`config.mk`:
```
export PLATFORM = sky130hd
export DESIGN_NAME = tmr8_timer
export DESIGN_NICKNAME = d
export VERILOG_FILES = /design/src/verilog/tmr8_pkg.sv /design/src/verilog/tmr8_timer.sv
export SDC_FILE = /design/constraint.sdc
export NUM_CORES = 1
export LEC_CHECK = 0
export ABC_AREA = 1
export BUFFER_PORTS_ARGS = -buffer_cell sky130_fd_sc_hd__buf_2
export CORE_ASPECT_RATIO = 1.2
export CORE_MARGIN = 5
export CORE_UTILIZATION = 45
export CTS_CLUSTER_SIZE = 28
export DETAILED_ROUTE_END_ITERATION = 8
export GPL_ROUTABILITY_DRIVEN = 0
export GPL_TIMING_DRIVEN = 0
export HOLD_SLACK_MARGIN = 0.1
export PLACE_DENSITY = 0.76
export SYNTH_ARGS = -nofsm -noshare
export SYNTH_HDL_FRONTEND = slang
export SYNTH_SLANG_ARGS = --single-unit
```
`constraint.sdc`:
```
create_clock -name sys_clk_i -period 2.5 [get_ports sys_clk_i]
set_clock_uncertainty 0.1 [all_clocks]
set_input_delay 0.375 -clock sys_clk_i [delete_from_list [all_inputs] [get_ports sys_clk_i]]
set_output_delay 0.375 -clock sys_clk_i [all_outputs]
set_load 0.05 [all_outputs]
```
`src/verilog/tmr8_pkg.sv`:
```
// Package of the 8-bit auto-reload timer with PWM output.
// Assumes a 32-bit AHB-Lite bus; register indices are word numbers.
package tmr8_pkg;

  // Register indices; byte address is four times the index
  localparam logic [7:0] IDX_MODE   = 8'hdc;
  localparam logic [7:0] IDX_COUNT  = 8'hdd;
  localparam logic [7:0] IDX_RELOAD = 8'hde;
  localparam logic [7:0] IDX_STATUS = 8'hdf;
  localparam logic [7:0] IDX_DUTY   = 8'hea;

  // Mode register fields
  localparam int MODE_ENABLE_BIT = 7;
  localparam int MODE_RATE_HI    = 6;
  localparam int MODE_RATE_LO    = 4;
  localparam int MODE_CKSEL_BIT  = 2;
  localparam int MODE_PWM_BIT    = 0;

  // Status register fields
  localparam int STAT_FLAG_BIT = 0;
  localparam int STAT_IEN_BIT  = 1;

  localparam logic [7:0] CNT_FULL   = 8'hff;
  localparam logic [7:0] RESET_BYTE = 8'h00;
  localparam logic [7:0] PRE_TOP    = 8'h80;
  localparam logic [1:0] HTRANS_NSQ = 2'h2;

  typedef struct packed {
    logic       enable;
    logic [2:0] rate;
    logic       cksel;
    logic       pwm_en;
  } tmr8_mode_t;

  typedef struct packed {
    tmr8_mode_t mode;
    logic [7:0] count;
    logic [7:0] reload_buf;
    logic [7:0] reload_act;
    logic [7:0] duty;
    logic       flag;
    logic       ien;
    logic       pwm_lvl;
    logic [6:0] pre_cnt;
    logic       dp_wr;
    logic [7:0] dp_idx;
  } tmr8_state_t;

endpackage

```
`src/verilog/tmr8_timer.sv`:
```
// 8-bit up timer with double-buffered auto-reload, overflow flag and PWM.
// Assumes an AHB-Lite master on sys_clk_i and a one-cycle instruction
// clock strobe; the high-speed oscillator is sys_clk_i itself.
//
// Operation
// (RULE1) Overflow sets flag; software clears it
// (RULE2) Overflow reloads count from active reload
// (RULE3) Reload writes buffered, applied at overflow
// (RULE4) Software writes count equal reload first
// (RULE5) Software computes start as 256 minus ticks
// (RULE6) PWM goes high at each overflow
// (RULE7) Count equal duty drives PWM low
// (RULE8) Overflow is wrap from full scale
// (RULE9) Duty not above reload keeps PWM low
// (RULE10) PWM shown only when timer, PWM enabled
// (RULE11) PWM enable switches pin from GPIO
// (RULE12) Overflow raises interrupt when enabled
// (RULE13) Period change applies from next cycle
// (RULE14) Resolution follows reload value
// (RULE15) Software sets duty as reload plus width
// (RULE16) Counter stops when disabled, else counts
// (RULE17) Clock select picks oscillator or prescaled
// (RULE18) Prescaler field divides 128 down to 1
// (RULE19) Buffer moves to active before count load
// (RULE20) Reload reads zero without side effect
`timescale 1ns/1ps

module tmr8_timer (
  input  wire logic        sys_clk_i,
  input  wire logic        reset_n_i,
  input  wire logic        hsel_i,
  input  wire logic [31:0] haddr_i,
  input  wire logic [1:0]  htrans_i,
  input  wire logic        hwrite_i,
  input  wire logic [2:0]  hsize_i,
  input  wire logic [31:0] hwdata_i,
  input  wire logic        hready_i,
  output logic      [31:0] hrdata_o,
  output logic             hreadyout_o,
  output logic             hresp_o,
  input  wire logic        cpu_tick_i,
  input  wire logic        gpio_out_i,
  input  wire logic        gpio_oe_i,
  output logic             pin_out_o,
  output logic             pin_oe_o,
  output logic             irq_o
);

  tmr8_pkg::tmr8_state_t st_ff;
  tmr8_pkg::tmr8_state_t nxt_st;

  logic       addr_ok;
  logic       src_tick;
  logic       tick;
  logic       ovf;
  logic [6:0] pre_max;
  logic [7:0] wbyte;
  logic [7:0] pre_top;

  assign wbyte   = hwdata_i[7:0];
  assign addr_ok = hsel_i && hready_i && (htrans_i == tmr8_pkg::HTRANS_NSQ);
  assign pre_top = tmr8_pkg::PRE_TOP >> st_ff.mode.rate;
  assign pre_max = 7'(pre_top - 8'h01); // RULE18

  // Fhosc is sys_clk_i, so the oscillator source ticks every cycle
  assign src_tick = st_ff.mode.cksel ? 1'b1 // RULE17
                  : (cpu_tick_i && (st_ff.pre_cnt == pre_max));
  assign tick     = st_ff.mode.enable && src_tick; // RULE16
  assign ovf      = tick && (st_ff.count == tmr8_pkg::CNT_FULL); // RULE8

  always_comb begin
    nxt_st = st_ff;
    nxt_st.dp_wr = 1'b0;
    // Prescaler runs only while counting from the instruction clock
    if (!st_ff.mode.enable || st_ff.mode.cksel) begin
      nxt_st.pre_cnt = 7'h00;
    end else if (cpu_tick_i) begin
      nxt_st.pre_cnt = (st_ff.pre_cnt == pre_max) ? 7'h00
                     : st_ff.pre_cnt + 7'h01; // RULE18
    end
    if (tick) begin
      nxt_st.count = st_ff.count + 8'h01; // RULE16
    end
    if (ovf) begin
      nxt_st.reload_act = st_ff.reload_buf; // RULE3 RULE19
      nxt_st.count      = st_ff.reload_buf; // RULE2 RULE13 RULE14
      nxt_st.pwm_lvl    = (st_ff.duty > st_ff.reload_buf); // RULE6 RULE9
    end else if (tick && (nxt_st.count == st_ff.duty)) begin
      nxt_st.pwm_lvl = 1'b0; // RULE7
    end
    // Data phase of a write commits here
    if (st_ff.dp_wr) begin
      unique case (st_ff.dp_idx)
        tmr8_pkg::IDX_MODE: begin
          nxt_st.mode.enable =
            wbyte[tmr8_pkg::MODE_ENABLE_BIT];
          nxt_st.mode.rate =
            wbyte[tmr8_pkg::MODE_RATE_HI:tmr8_pkg::MODE_RATE_LO];
          nxt_st.mode.cksel  = wbyte[tmr8_pkg::MODE_CKSEL_BIT];
          nxt_st.mode.pwm_en = wbyte[tmr8_pkg::MODE_PWM_BIT];
          // A fresh enable starts the PWM cycle high if duty is above the buffer. The buffer is used,
          // not the active reload: before the first overflow only the
          // buffer holds the period that software set up.
          if (wbyte[tmr8_pkg::MODE_ENABLE_BIT] && !st_ff.mode.enable) begin
            nxt_st.pwm_lvl = (st_ff.duty > st_ff.reload_buf); // RULE6 RULE9
          end
        end
        // Software write of the count wins over a same-cycle reload
        tmr8_pkg::IDX_COUNT:  nxt_st.count      = wbyte;
        tmr8_pkg::IDX_RELOAD: nxt_st.reload_buf = wbyte; // RULE3
        tmr8_pkg::IDX_DUTY:   nxt_st.duty       = wbyte;
        tmr8_pkg::IDX_STATUS: begin
          nxt_st.ien = wbyte[tmr8_pkg::STAT_IEN_BIT];
          // Writing zero clears; an overflow in the same cycle wins
          if (!wbyte[tmr8_pkg::STAT_FLAG_BIT]) begin
            nxt_st.flag = 1'b0;
          end
        end
        default: ;
      endcase
    end
    if (ovf) begin
      nxt_st.flag = 1'b1; // RULE1 RULE12
    end
    if (addr_ok) begin
      nxt_st.dp_wr  = hwrite_i;
      nxt_st.dp_idx = haddr_i[9:2];
    end
  end

  always_ff @(posedge sys_clk_i or negedge reset_n_i) begin
    if (!reset_n_i) begin
      st_ff <= '0;
    end else begin
      st_ff <= nxt_st;
    end
  end

  // Reads are answered from the registers in the data phase
  always_comb begin
    hrdata_o = 32'h0000_0000;
    unique case (st_ff.dp_idx)
      tmr8_pkg::IDX_MODE: begin
        hrdata_o[tmr8_pkg::MODE_ENABLE_BIT] = st_ff.mode.enable;
        hrdata_o[tmr8_pkg::MODE_RATE_HI:tmr8_pkg::MODE_RATE_LO] =
          st_ff.mode.rate;
        hrdata_o[tmr8_pkg::MODE_CKSEL_BIT] = st_ff.mode.cksel;
        hrdata_o[tmr8_pkg::MODE_PWM_BIT]   = st_ff.mode.pwm_en;
      end
      tmr8_pkg::IDX_COUNT: hrdata_o[7:0] = st_ff.count;
      tmr8_pkg::IDX_DUTY:  hrdata_o[7:0] = st_ff.duty;
      tmr8_pkg::IDX_STATUS: begin
        hrdata_o[tmr8_pkg::STAT_FLAG_BIT] = st_ff.flag;
        hrdata_o[tmr8_pkg::STAT_IEN_BIT]  = st_ff.ien;
      end
      // Write-only reload and unmapped words read zero
      default: hrdata_o = 32'h0000_0000; // RULE20
    endcase
  end

  assign hreadyout_o = 1'b1;
  assign hresp_o     = 1'b0;
  assign irq_o       = st_ff.flag && st_ff.ien; // RULE12

  // GPIO setting is untouched while PWM owns the pin, so it returns as was
  assign pin_out_o = st_ff.mode.pwm_en ? // RULE11
                     (st_ff.mode.enable && st_ff.pwm_lvl) // RULE10
                   : gpio_out_i;
  assign pin_oe_o  = st_ff.mode.pwm_en ? 1'b1 : gpio_oe_i; // RULE11

  // Checks
  a_ovf_sets_flag: assert property (@(posedge sys_clk_i) // RULE1
    disable iff (!reset_n_i) ovf |=> st_ff.flag)
    else $error("Overflow did not set the flag");

  a_flag_holds: assert property (@(posedge sys_clk_i) // RULE1
    disable iff (!reset_n_i)
    st_ff.flag && !(st_ff.dp_wr && st_ff.dp_idx == tmr8_pkg::IDX_STATUS)
    |=> st_ff.flag)
    else $error("Flag dropped without software clear");

  a_ovf_reloads: assert property (@(posedge sys_clk_i) // RULE2
    disable iff (!reset_n_i)
    ovf && !(st_ff.dp_wr && st_ff.dp_idx == tmr8_pkg::IDX_COUNT)
    |=> st_ff.count == $past(st_ff.reload_buf))
    else $error("Count not loaded from reload at overflow");

  a_buf_held: assert property (@(posedge sys_clk_i) // RULE3
    disable iff (!reset_n_i) !ovf |=> $stable(st_ff.reload_act))
    else $error("Active reload changed without overflow");

  a_pwm_high: assert property (@(posedge sys_clk_i) // RULE6
    disable iff (!reset_n_i)
    ovf && st_ff.duty > st_ff.reload_buf && !st_ff.dp_wr
    |=> st_ff.pwm_lvl)
    else $error("PWM not high after overflow");

  a_pwm_low: assert property (@(posedge sys_clk_i) // RULE7
    disable iff (!reset_n_i)
    tick && !ovf && st_ff.count + 8'h01 == st_ff.duty |=> !st_ff.pwm_lvl)
    else $error("PWM not low at duty match");

  a_stop_hold: assert property (@(posedge sys_clk_i) // RULE16
    disable iff (!reset_n_i)
    !st_ff.mode.enable && !st_ff.dp_wr |=> $stable(st_ff.count))
    else $error("Counter moved while disabled");

  a_pin_gated: assert property (@(posedge sys_clk_i) // RULE10
    disable iff (!reset_n_i)
    st_ff.mode.pwm_en && !st_ff.mode.enable |-> !pin_out_o && pin_oe_o)
    else $error("PWM pin active while timer disabled");

  a_irq_req: assert property (@(posedge sys_clk_i) // RULE12
    disable iff (!reset_n_i) ovf |=> irq_o == st_ff.ien)
    else $error("Interrupt request does not follow its enable");

  a_gpio_back: assert property (@(posedge sys_clk_i) // RULE11
    disable iff (!reset_n_i)
    !st_ff.mode.pwm_en |-> pin_out_o == gpio_out_i && pin_oe_o == gpio_oe_i)
    else $error("Pin not returned to GPIO");

  // Flag is never set by software, only by a wrap from full scale
  a_flag_source: assert property (@(posedge sys_clk_i) // RULE1
    disable iff (!reset_n_i)
    !st_ff.flag && !ovf |=> !st_ff.flag)
    else $error("Flag set without overflow");

  a_flag_clear: assert property (@(posedge sys_clk_i) // RULE1
    disable iff (!reset_n_i)
    st_ff.dp_wr && st_ff.dp_idx == tmr8_pkg::IDX_STATUS && !ovf &&
    !hwdata_i[tmr8_pkg::STAT_FLAG_BIT]
    |=> !st_ff.flag)
    else $error("Flag not cleared by software");

  a_wrap_full: assert property (@(posedge sys_clk_i) // RULE8
    disable iff (!reset_n_i)
    $rose(st_ff.flag) |-> $past(st_ff.count) == tmr8_pkg::CNT_FULL)
    else $error("Overflow taken away from full scale");

  // Bus side: every write lands at the end of its data phase
  a_buf_write: assert property (@(posedge sys_clk_i) // RULE3
    disable iff (!reset_n_i)
    st_ff.dp_wr && st_ff.dp_idx == tmr8_pkg::IDX_RELOAD
    |=> st_ff.reload_buf == $past(hwdata_i[7:0]))
    else $error("Reload write did not reach the buffer");

  a_act_update: assert property (@(posedge sys_clk_i) // RULE19
    disable iff (!reset_n_i)
    ovf |=> st_ff.reload_act == $past(st_ff.reload_buf))
    else $error("Active reload not taken from buffer");

  // Software count write wins over a reload in the same cycle
  a_count_write: assert property (@(posedge sys_clk_i)
    disable iff (!reset_n_i)
    st_ff.dp_wr && st_ff.dp_idx == tmr8_pkg::IDX_COUNT
    |=> st_ff.count == $past(hwdata_i[7:0]))
    else $error("Count write lost");

  a_duty_write: assert property (@(posedge sys_clk_i)
    disable iff (!reset_n_i)
    st_ff.dp_wr && st_ff.dp_idx == tmr8_pkg::IDX_DUTY
    |=> st_ff.duty == $past(hwdata_i[7:0]))
    else $error("Duty write lost");

  a_ien_write: assert property (@(posedge sys_clk_i) // RULE12
    disable iff (!reset_n_i)
    st_ff.dp_wr && st_ff.dp_idx == tmr8_pkg::IDX_STATUS
    |=> st_ff.ien == $past(hwdata_i[tmr8_pkg::STAT_IEN_BIT]))
    else $error("Interrupt enable write lost");

  a_count_step: assert property (@(posedge sys_clk_i) // RULE16
    disable iff (!reset_n_i)
    tick && !ovf && !(st_ff.dp_wr && st_ff.dp_idx == tmr8_pkg::IDX_COUNT)
    |=> st_ff.count == $past(st_ff.count) + 8'h01)
    else $error("Count did not step by one");

  // Clock source and prescaler
  a_osc_ticks: assert property (@(posedge sys_clk_i) // RULE17
    disable iff (!reset_n_i)
    st_ff.mode.enable && st_ff.mode.cksel |-> tick)
    else $error("Oscillator source missed a tick");

  a_pre_hold: assert property (@(posedge sys_clk_i) // RULE18
    disable iff (!reset_n_i)
    !st_ff.mode.cksel && !cpu_tick_i |-> !tick)
    else $error("Prescaled count moved without an instruction tick");

  a_pre_wrap: assert property (@(posedge sys_clk_i) // RULE18
    disable iff (!reset_n_i)
    tick && !st_ff.mode.cksel |=> st_ff.pre_cnt == 7'h00)
    else $error("Prescaler not restarted after a tick");

  // PWM level inside one cycle
  a_low_cycle: assert property (@(posedge sys_clk_i) // RULE9
    disable iff (!reset_n_i)
    ovf && st_ff.duty <= st_ff.reload_buf |=> !st_ff.pwm_lvl)
    else $error("PWM high although duty is not above reload");

  a_enable_start: assert property (@(posedge sys_clk_i) // RULE6
    disable iff (!reset_n_i)
    st_ff.dp_wr && st_ff.dp_idx == tmr8_pkg::IDX_MODE &&
    !st_ff.mode.enable && hwdata_i[tmr8_pkg::MODE_ENABLE_BIT]
    |=> st_ff.pwm_lvl == (st_ff.duty > st_ff.reload_buf))
    else $error("PWM cycle did not start on enable");

  a_low_stays: assert property (@(posedge sys_clk_i) // RULE7
    disable iff (!reset_n_i)
    !st_ff.pwm_lvl && !ovf &&
    !(st_ff.dp_wr && st_ff.dp_idx == tmr8_pkg::IDX_MODE)
    |=> !st_ff.pwm_lvl)
    else $error("PWM rose inside a cycle");

  a_high_stays: assert property (@(posedge sys_clk_i) // RULE7
    disable iff (!reset_n_i)
    st_ff.pwm_lvl && !tick &&
    !(st_ff.dp_wr && st_ff.dp_idx == tmr8_pkg::IDX_MODE)
    |=> st_ff.pwm_lvl)
    else $error("PWM fell without a count step");

  a_pin_shows: assert property (@(posedge sys_clk_i) // RULE10
    disable iff (!reset_n_i)
    st_ff.mode.pwm_en && st_ff.mode.enable
    |-> pin_out_o == st_ff.pwm_lvl && pin_oe_o)
    else $error("PWM level not on the pin");

  a_pwm_drives: assert property (@(posedge sys_clk_i) // RULE11
    disable iff (!reset_n_i) st_ff.mode.pwm_en |-> pin_oe_o)
    else $error("Pin not driven while PWM owns it");

  a_reload_zero: assert property (@(posedge sys_clk_i) // RULE20
    disable iff (!reset_n_i)
    st_ff.dp_idx == tmr8_pkg::IDX_RELOAD |-> hrdata_o == 32'h0000_0000)
    else $error("Reload read returned data");

  c_overflow: cover property (@(posedge sys_clk_i)
    disable iff (!reset_n_i) ovf);
  c_pwm_cycle: cover property (@(posedge sys_clk_i)
    disable iff (!reset_n_i) st_ff.mode.pwm_en && $fell(st_ff.pwm_lvl));
  c_prescaled: cover property (@(posedge sys_clk_i)
    disable iff (!reset_n_i) ovf && !st_ff.mode.cksel);
  c_clear_race: cover property (@(posedge sys_clk_i)
    disable iff (!reset_n_i)
    ovf && st_ff.dp_wr && st_ff.dp_idx == tmr8_pkg::IDX_STATUS);
  c_new_period: cover property (@(posedge sys_clk_i)
    disable iff (!reset_n_i) ovf && st_ff.reload_buf != st_ff.reload_act);

endmodule

```
==> reports/metrics.yaml <==
clock_tree:
  clk_pin_slew_ps: 100
  cts.sinks: 49
  numCtsBuffers: 5
  holdBufCountCts: 0
  clock_path_buffers: 2
  h-tree-depth: 2
  cts_tree: "built"
  insertion_delay_ps: 320
  ctsRootBufferMaster: "clkbuf_8"
run_status:
  violations: "negative setup slack"
  status: "finished with violations"
yosys:
  synth-seq-cells: 49
  yosysWarnings: 0
  synthFlopType: "dfrtp_1"
  yosys.area.top_type_share_pct: 36.3
  yosysUniqueCellTypes: 46
  ys_seq_area_share_pct: 36.3
  syn_area_per_cell_sq_um: 7.67
  ys_top_cells_by_area: "dfrtp_1, nand2_1, inv_1, buf_4, nand3_1"
  synth_area_sq_um: 3380
  synth_cells: 440
  synth-edff-count: 0
  synthArstFlopShare_pct: 100
  synth_top_cell_by_area: "dfrtp_1"
sta:
  period_needed_ps: 2630
  setup_tns_ps: -234
  fmax_ghz: 0.380
  relSlewSlack_pct: 27.3
  finalSetupViolCount: 5
  finalHoldViolations: 0
  period_share_pct: 105
  tightest_slew_ps: 1090
  grt_setup_unrepaired: "true"
  slew_viol_final: 0
  setup_ws_ps: -129
final_layout:
  area_growth_syn_to_layout_pct: 22.6
  mostFrequentLayoutCells: "nand2_1, inv_1, dfrtp_1"
  final_common_cell: "nand2_1"
  largest_reg_flops: 49
  final_cells: 609
  diodes: 0
  final_area_sq_um: 4140
  regMostFlops: "st_ff"
  drive_gt1_share_pct: 27.6
  reg_top3: "st_ff: 49 flops"
  nets: 606
  nFillCells: 668
detailed_routing:
  post-route-drc-count: 0
  initialDrtViolationCount: 192
  antenna_left: 0
  via_per_inst: 5.08
  wire_per_inst_um: 13.6
  dr.pass1.iters: 5
  routed_wirelength_um: 8300
  vias: 3093
placed_design:
  hpwl_um: 6200
  portBuffers: 36
  dp.cells: 590
  placed_cell_area_sq_um: 3760
floorplanning:
  core-area_sq_um: 7270
  die-width_um: 89.1
  start_util_pct: 46.4
  die_area_sq_um: 9340
  chipHeight_um: 105
  ios: 114
  row_count: 34
power:
  finalPower_uw: 2750
  p_per_area_nw_per_um2: 663
  leakage_uw: 0.00221
  ir_worst_vdd_uv: 557
global_route:
  overflow: 0
  grt_pass1_vias: 3096
  antenna_found_initial: 0
  grt_max_degree: 50
  grt_pass1_wl_um: 13600
  grt_usage_pct: 18.1
critical_path:
  cp_max_fo: 8
  critPathLaunchType: "register"
  reg2reg_setup_slack_ps: -130
  max_stage_delay_ps: 380
  worstPathCellList: "buf_6, inv_4, nand3_4, ha_4, nor2_2, nor2_2, nand2_1, nor2_1, nand3_1, nor2_2, nand3_2, nand2_4, nand2_8, o21ai_4, inv_2, nand2_2, nand2_2, nor2_2, nand2_1, nand2_1, nand2_1"
  cp_slowest_cell: "dfrtp_1"
  critical_path_class: "reg2reg"
  critPathArrivalTime_ps: 2750
  crit_path_end_kind: "register"
  crit_required_ps: 2620
worst_hold_path:
  hold_path.class: "in2async"
run:
  max_cap_viol_count: 0
-- power breakdown --
| part | total, uW | leakage (uW) | internal (uW) | switching [uW] |
|---|---|---|---|---|
| combinational | 1130 | 0.00158 | 426 | 706 |
| clock | 591 | 0.0000585 | 300 | 291 |
| sequential | 1020 | 0.000573 | 908 | 117 |
-- logic make-up after synthesis --
| logic type | count (synthesis) | share of synthesized area [%] |
|---|---|---|
| AND/OR/NAND/NOR | 178 | 24.9 |
| multiplexers | 10 | 3.26 |
| buffers and inverters | 112 | 16.2 |
| other | 2 | 0.222 |
| XOR/XNOR | 12 | 3.11 |
| AO/OA/AOI/OAI | 66 | 12.0 |
| flip-flops | 49 | 36.3 |
| adder cells (fa/ha/maj) | 11 | 4.08 |
-- worst max-delay path: cells and delay by family (launching register included) --
| family | cells | cell delay [ps] |
|---|---|---|
| AND/OR/NAND/NOR | 16 | 1360 |
| AO/OA/AOI/OAI | 1 | 180 |
| flip-flops | 1 | 380 |
| adder cells (fa/ha/maj) | 1 | 270 |
| buffers and inverters | 3 | 250 |
-- cell usage after synthesis, types with 2 or more instances --
library cell,count
nand2_4,3
nand3b_1,2
o221ai_1,6
buf_4,27
inv_1,73
o211ai_1,5
o21ai_0,22
dfrtp_1,49
mux2i_1,2
nor4_1,4
mux2_2,8
o22ai_1,6
clkbuf_1,6
xnor2_1,2
nand4_1,7
nand2_1,82
ha_1,11
a21oi_1,16
buf_6,2
nor2_1,30
nand2_2,8
nor3_1,3
conb_1,2
xor2_1,10
nand3_2,2
nand3_1,31
o21ai_1,2
-- area by class of cell --
type                       count  area [sq um]  share of cell area [%]
multi-input combinational    304          1860                    44.8
sequential                    49          1230                    29.6
inverter                      76           295                    7.13
timing repair buffer          46           275                    6.65
buffer                        36           263                    6.34
tap                           90           113                    2.72
clock buffer                   5          68.8                    1.66
clock inverter                 3          43.8                    1.06
-- per-layer routing --
metal,track usage (%),part of all wire (%),vias to the layer above
met5,0,0,-
met4,9.57,4.0,0
met3,3.86,5.6,30
met2,30.6,51,101
met1,21.0,40,1434
li1,-,-,1528
-- final timing paths --
check,start,end,depth (start not counted)
hold / removal,reset_n_i,st_ff[3],1
setup reg to reg,st_ff[53],st_ff[16],21
max in group asynchronous,reset_n_i,st_ff[54],1
setup / recovery,st_ff[53],st_ff[16],21
min in group sys_clk_i,hwdata_i[1],st_ff[36],3
hold reg to reg,st_ff[7],st_ff[7],1
-- metrics by stage --
| stage | util, % | setup slack (ps) | hold WS, ps |
|---|---|---|---|
| 6_report | 56.9 | -129 | 144 |
| 5_1_grt | 56.9 | -304 | 172 |
| 4_1_cts | 54.9 | -186 | 175 |
| 3_5_place_dp | 51.8 | -241 | 394 |
| 3_3_place_gp | 51.8 | -202 | 389 |
| 2_1_floorplan | - | 116 | -20.6 |
-- what timing repair did --
action,in CTS,in global routing
setup buffers,5,5
gates cloned,1,0
pin swaps,13,16
endpoints found under the setup margin,11,21
hold endpoints to repair,0,0
gates resized for setup,18,33
(Power assumes the default switching activity.)
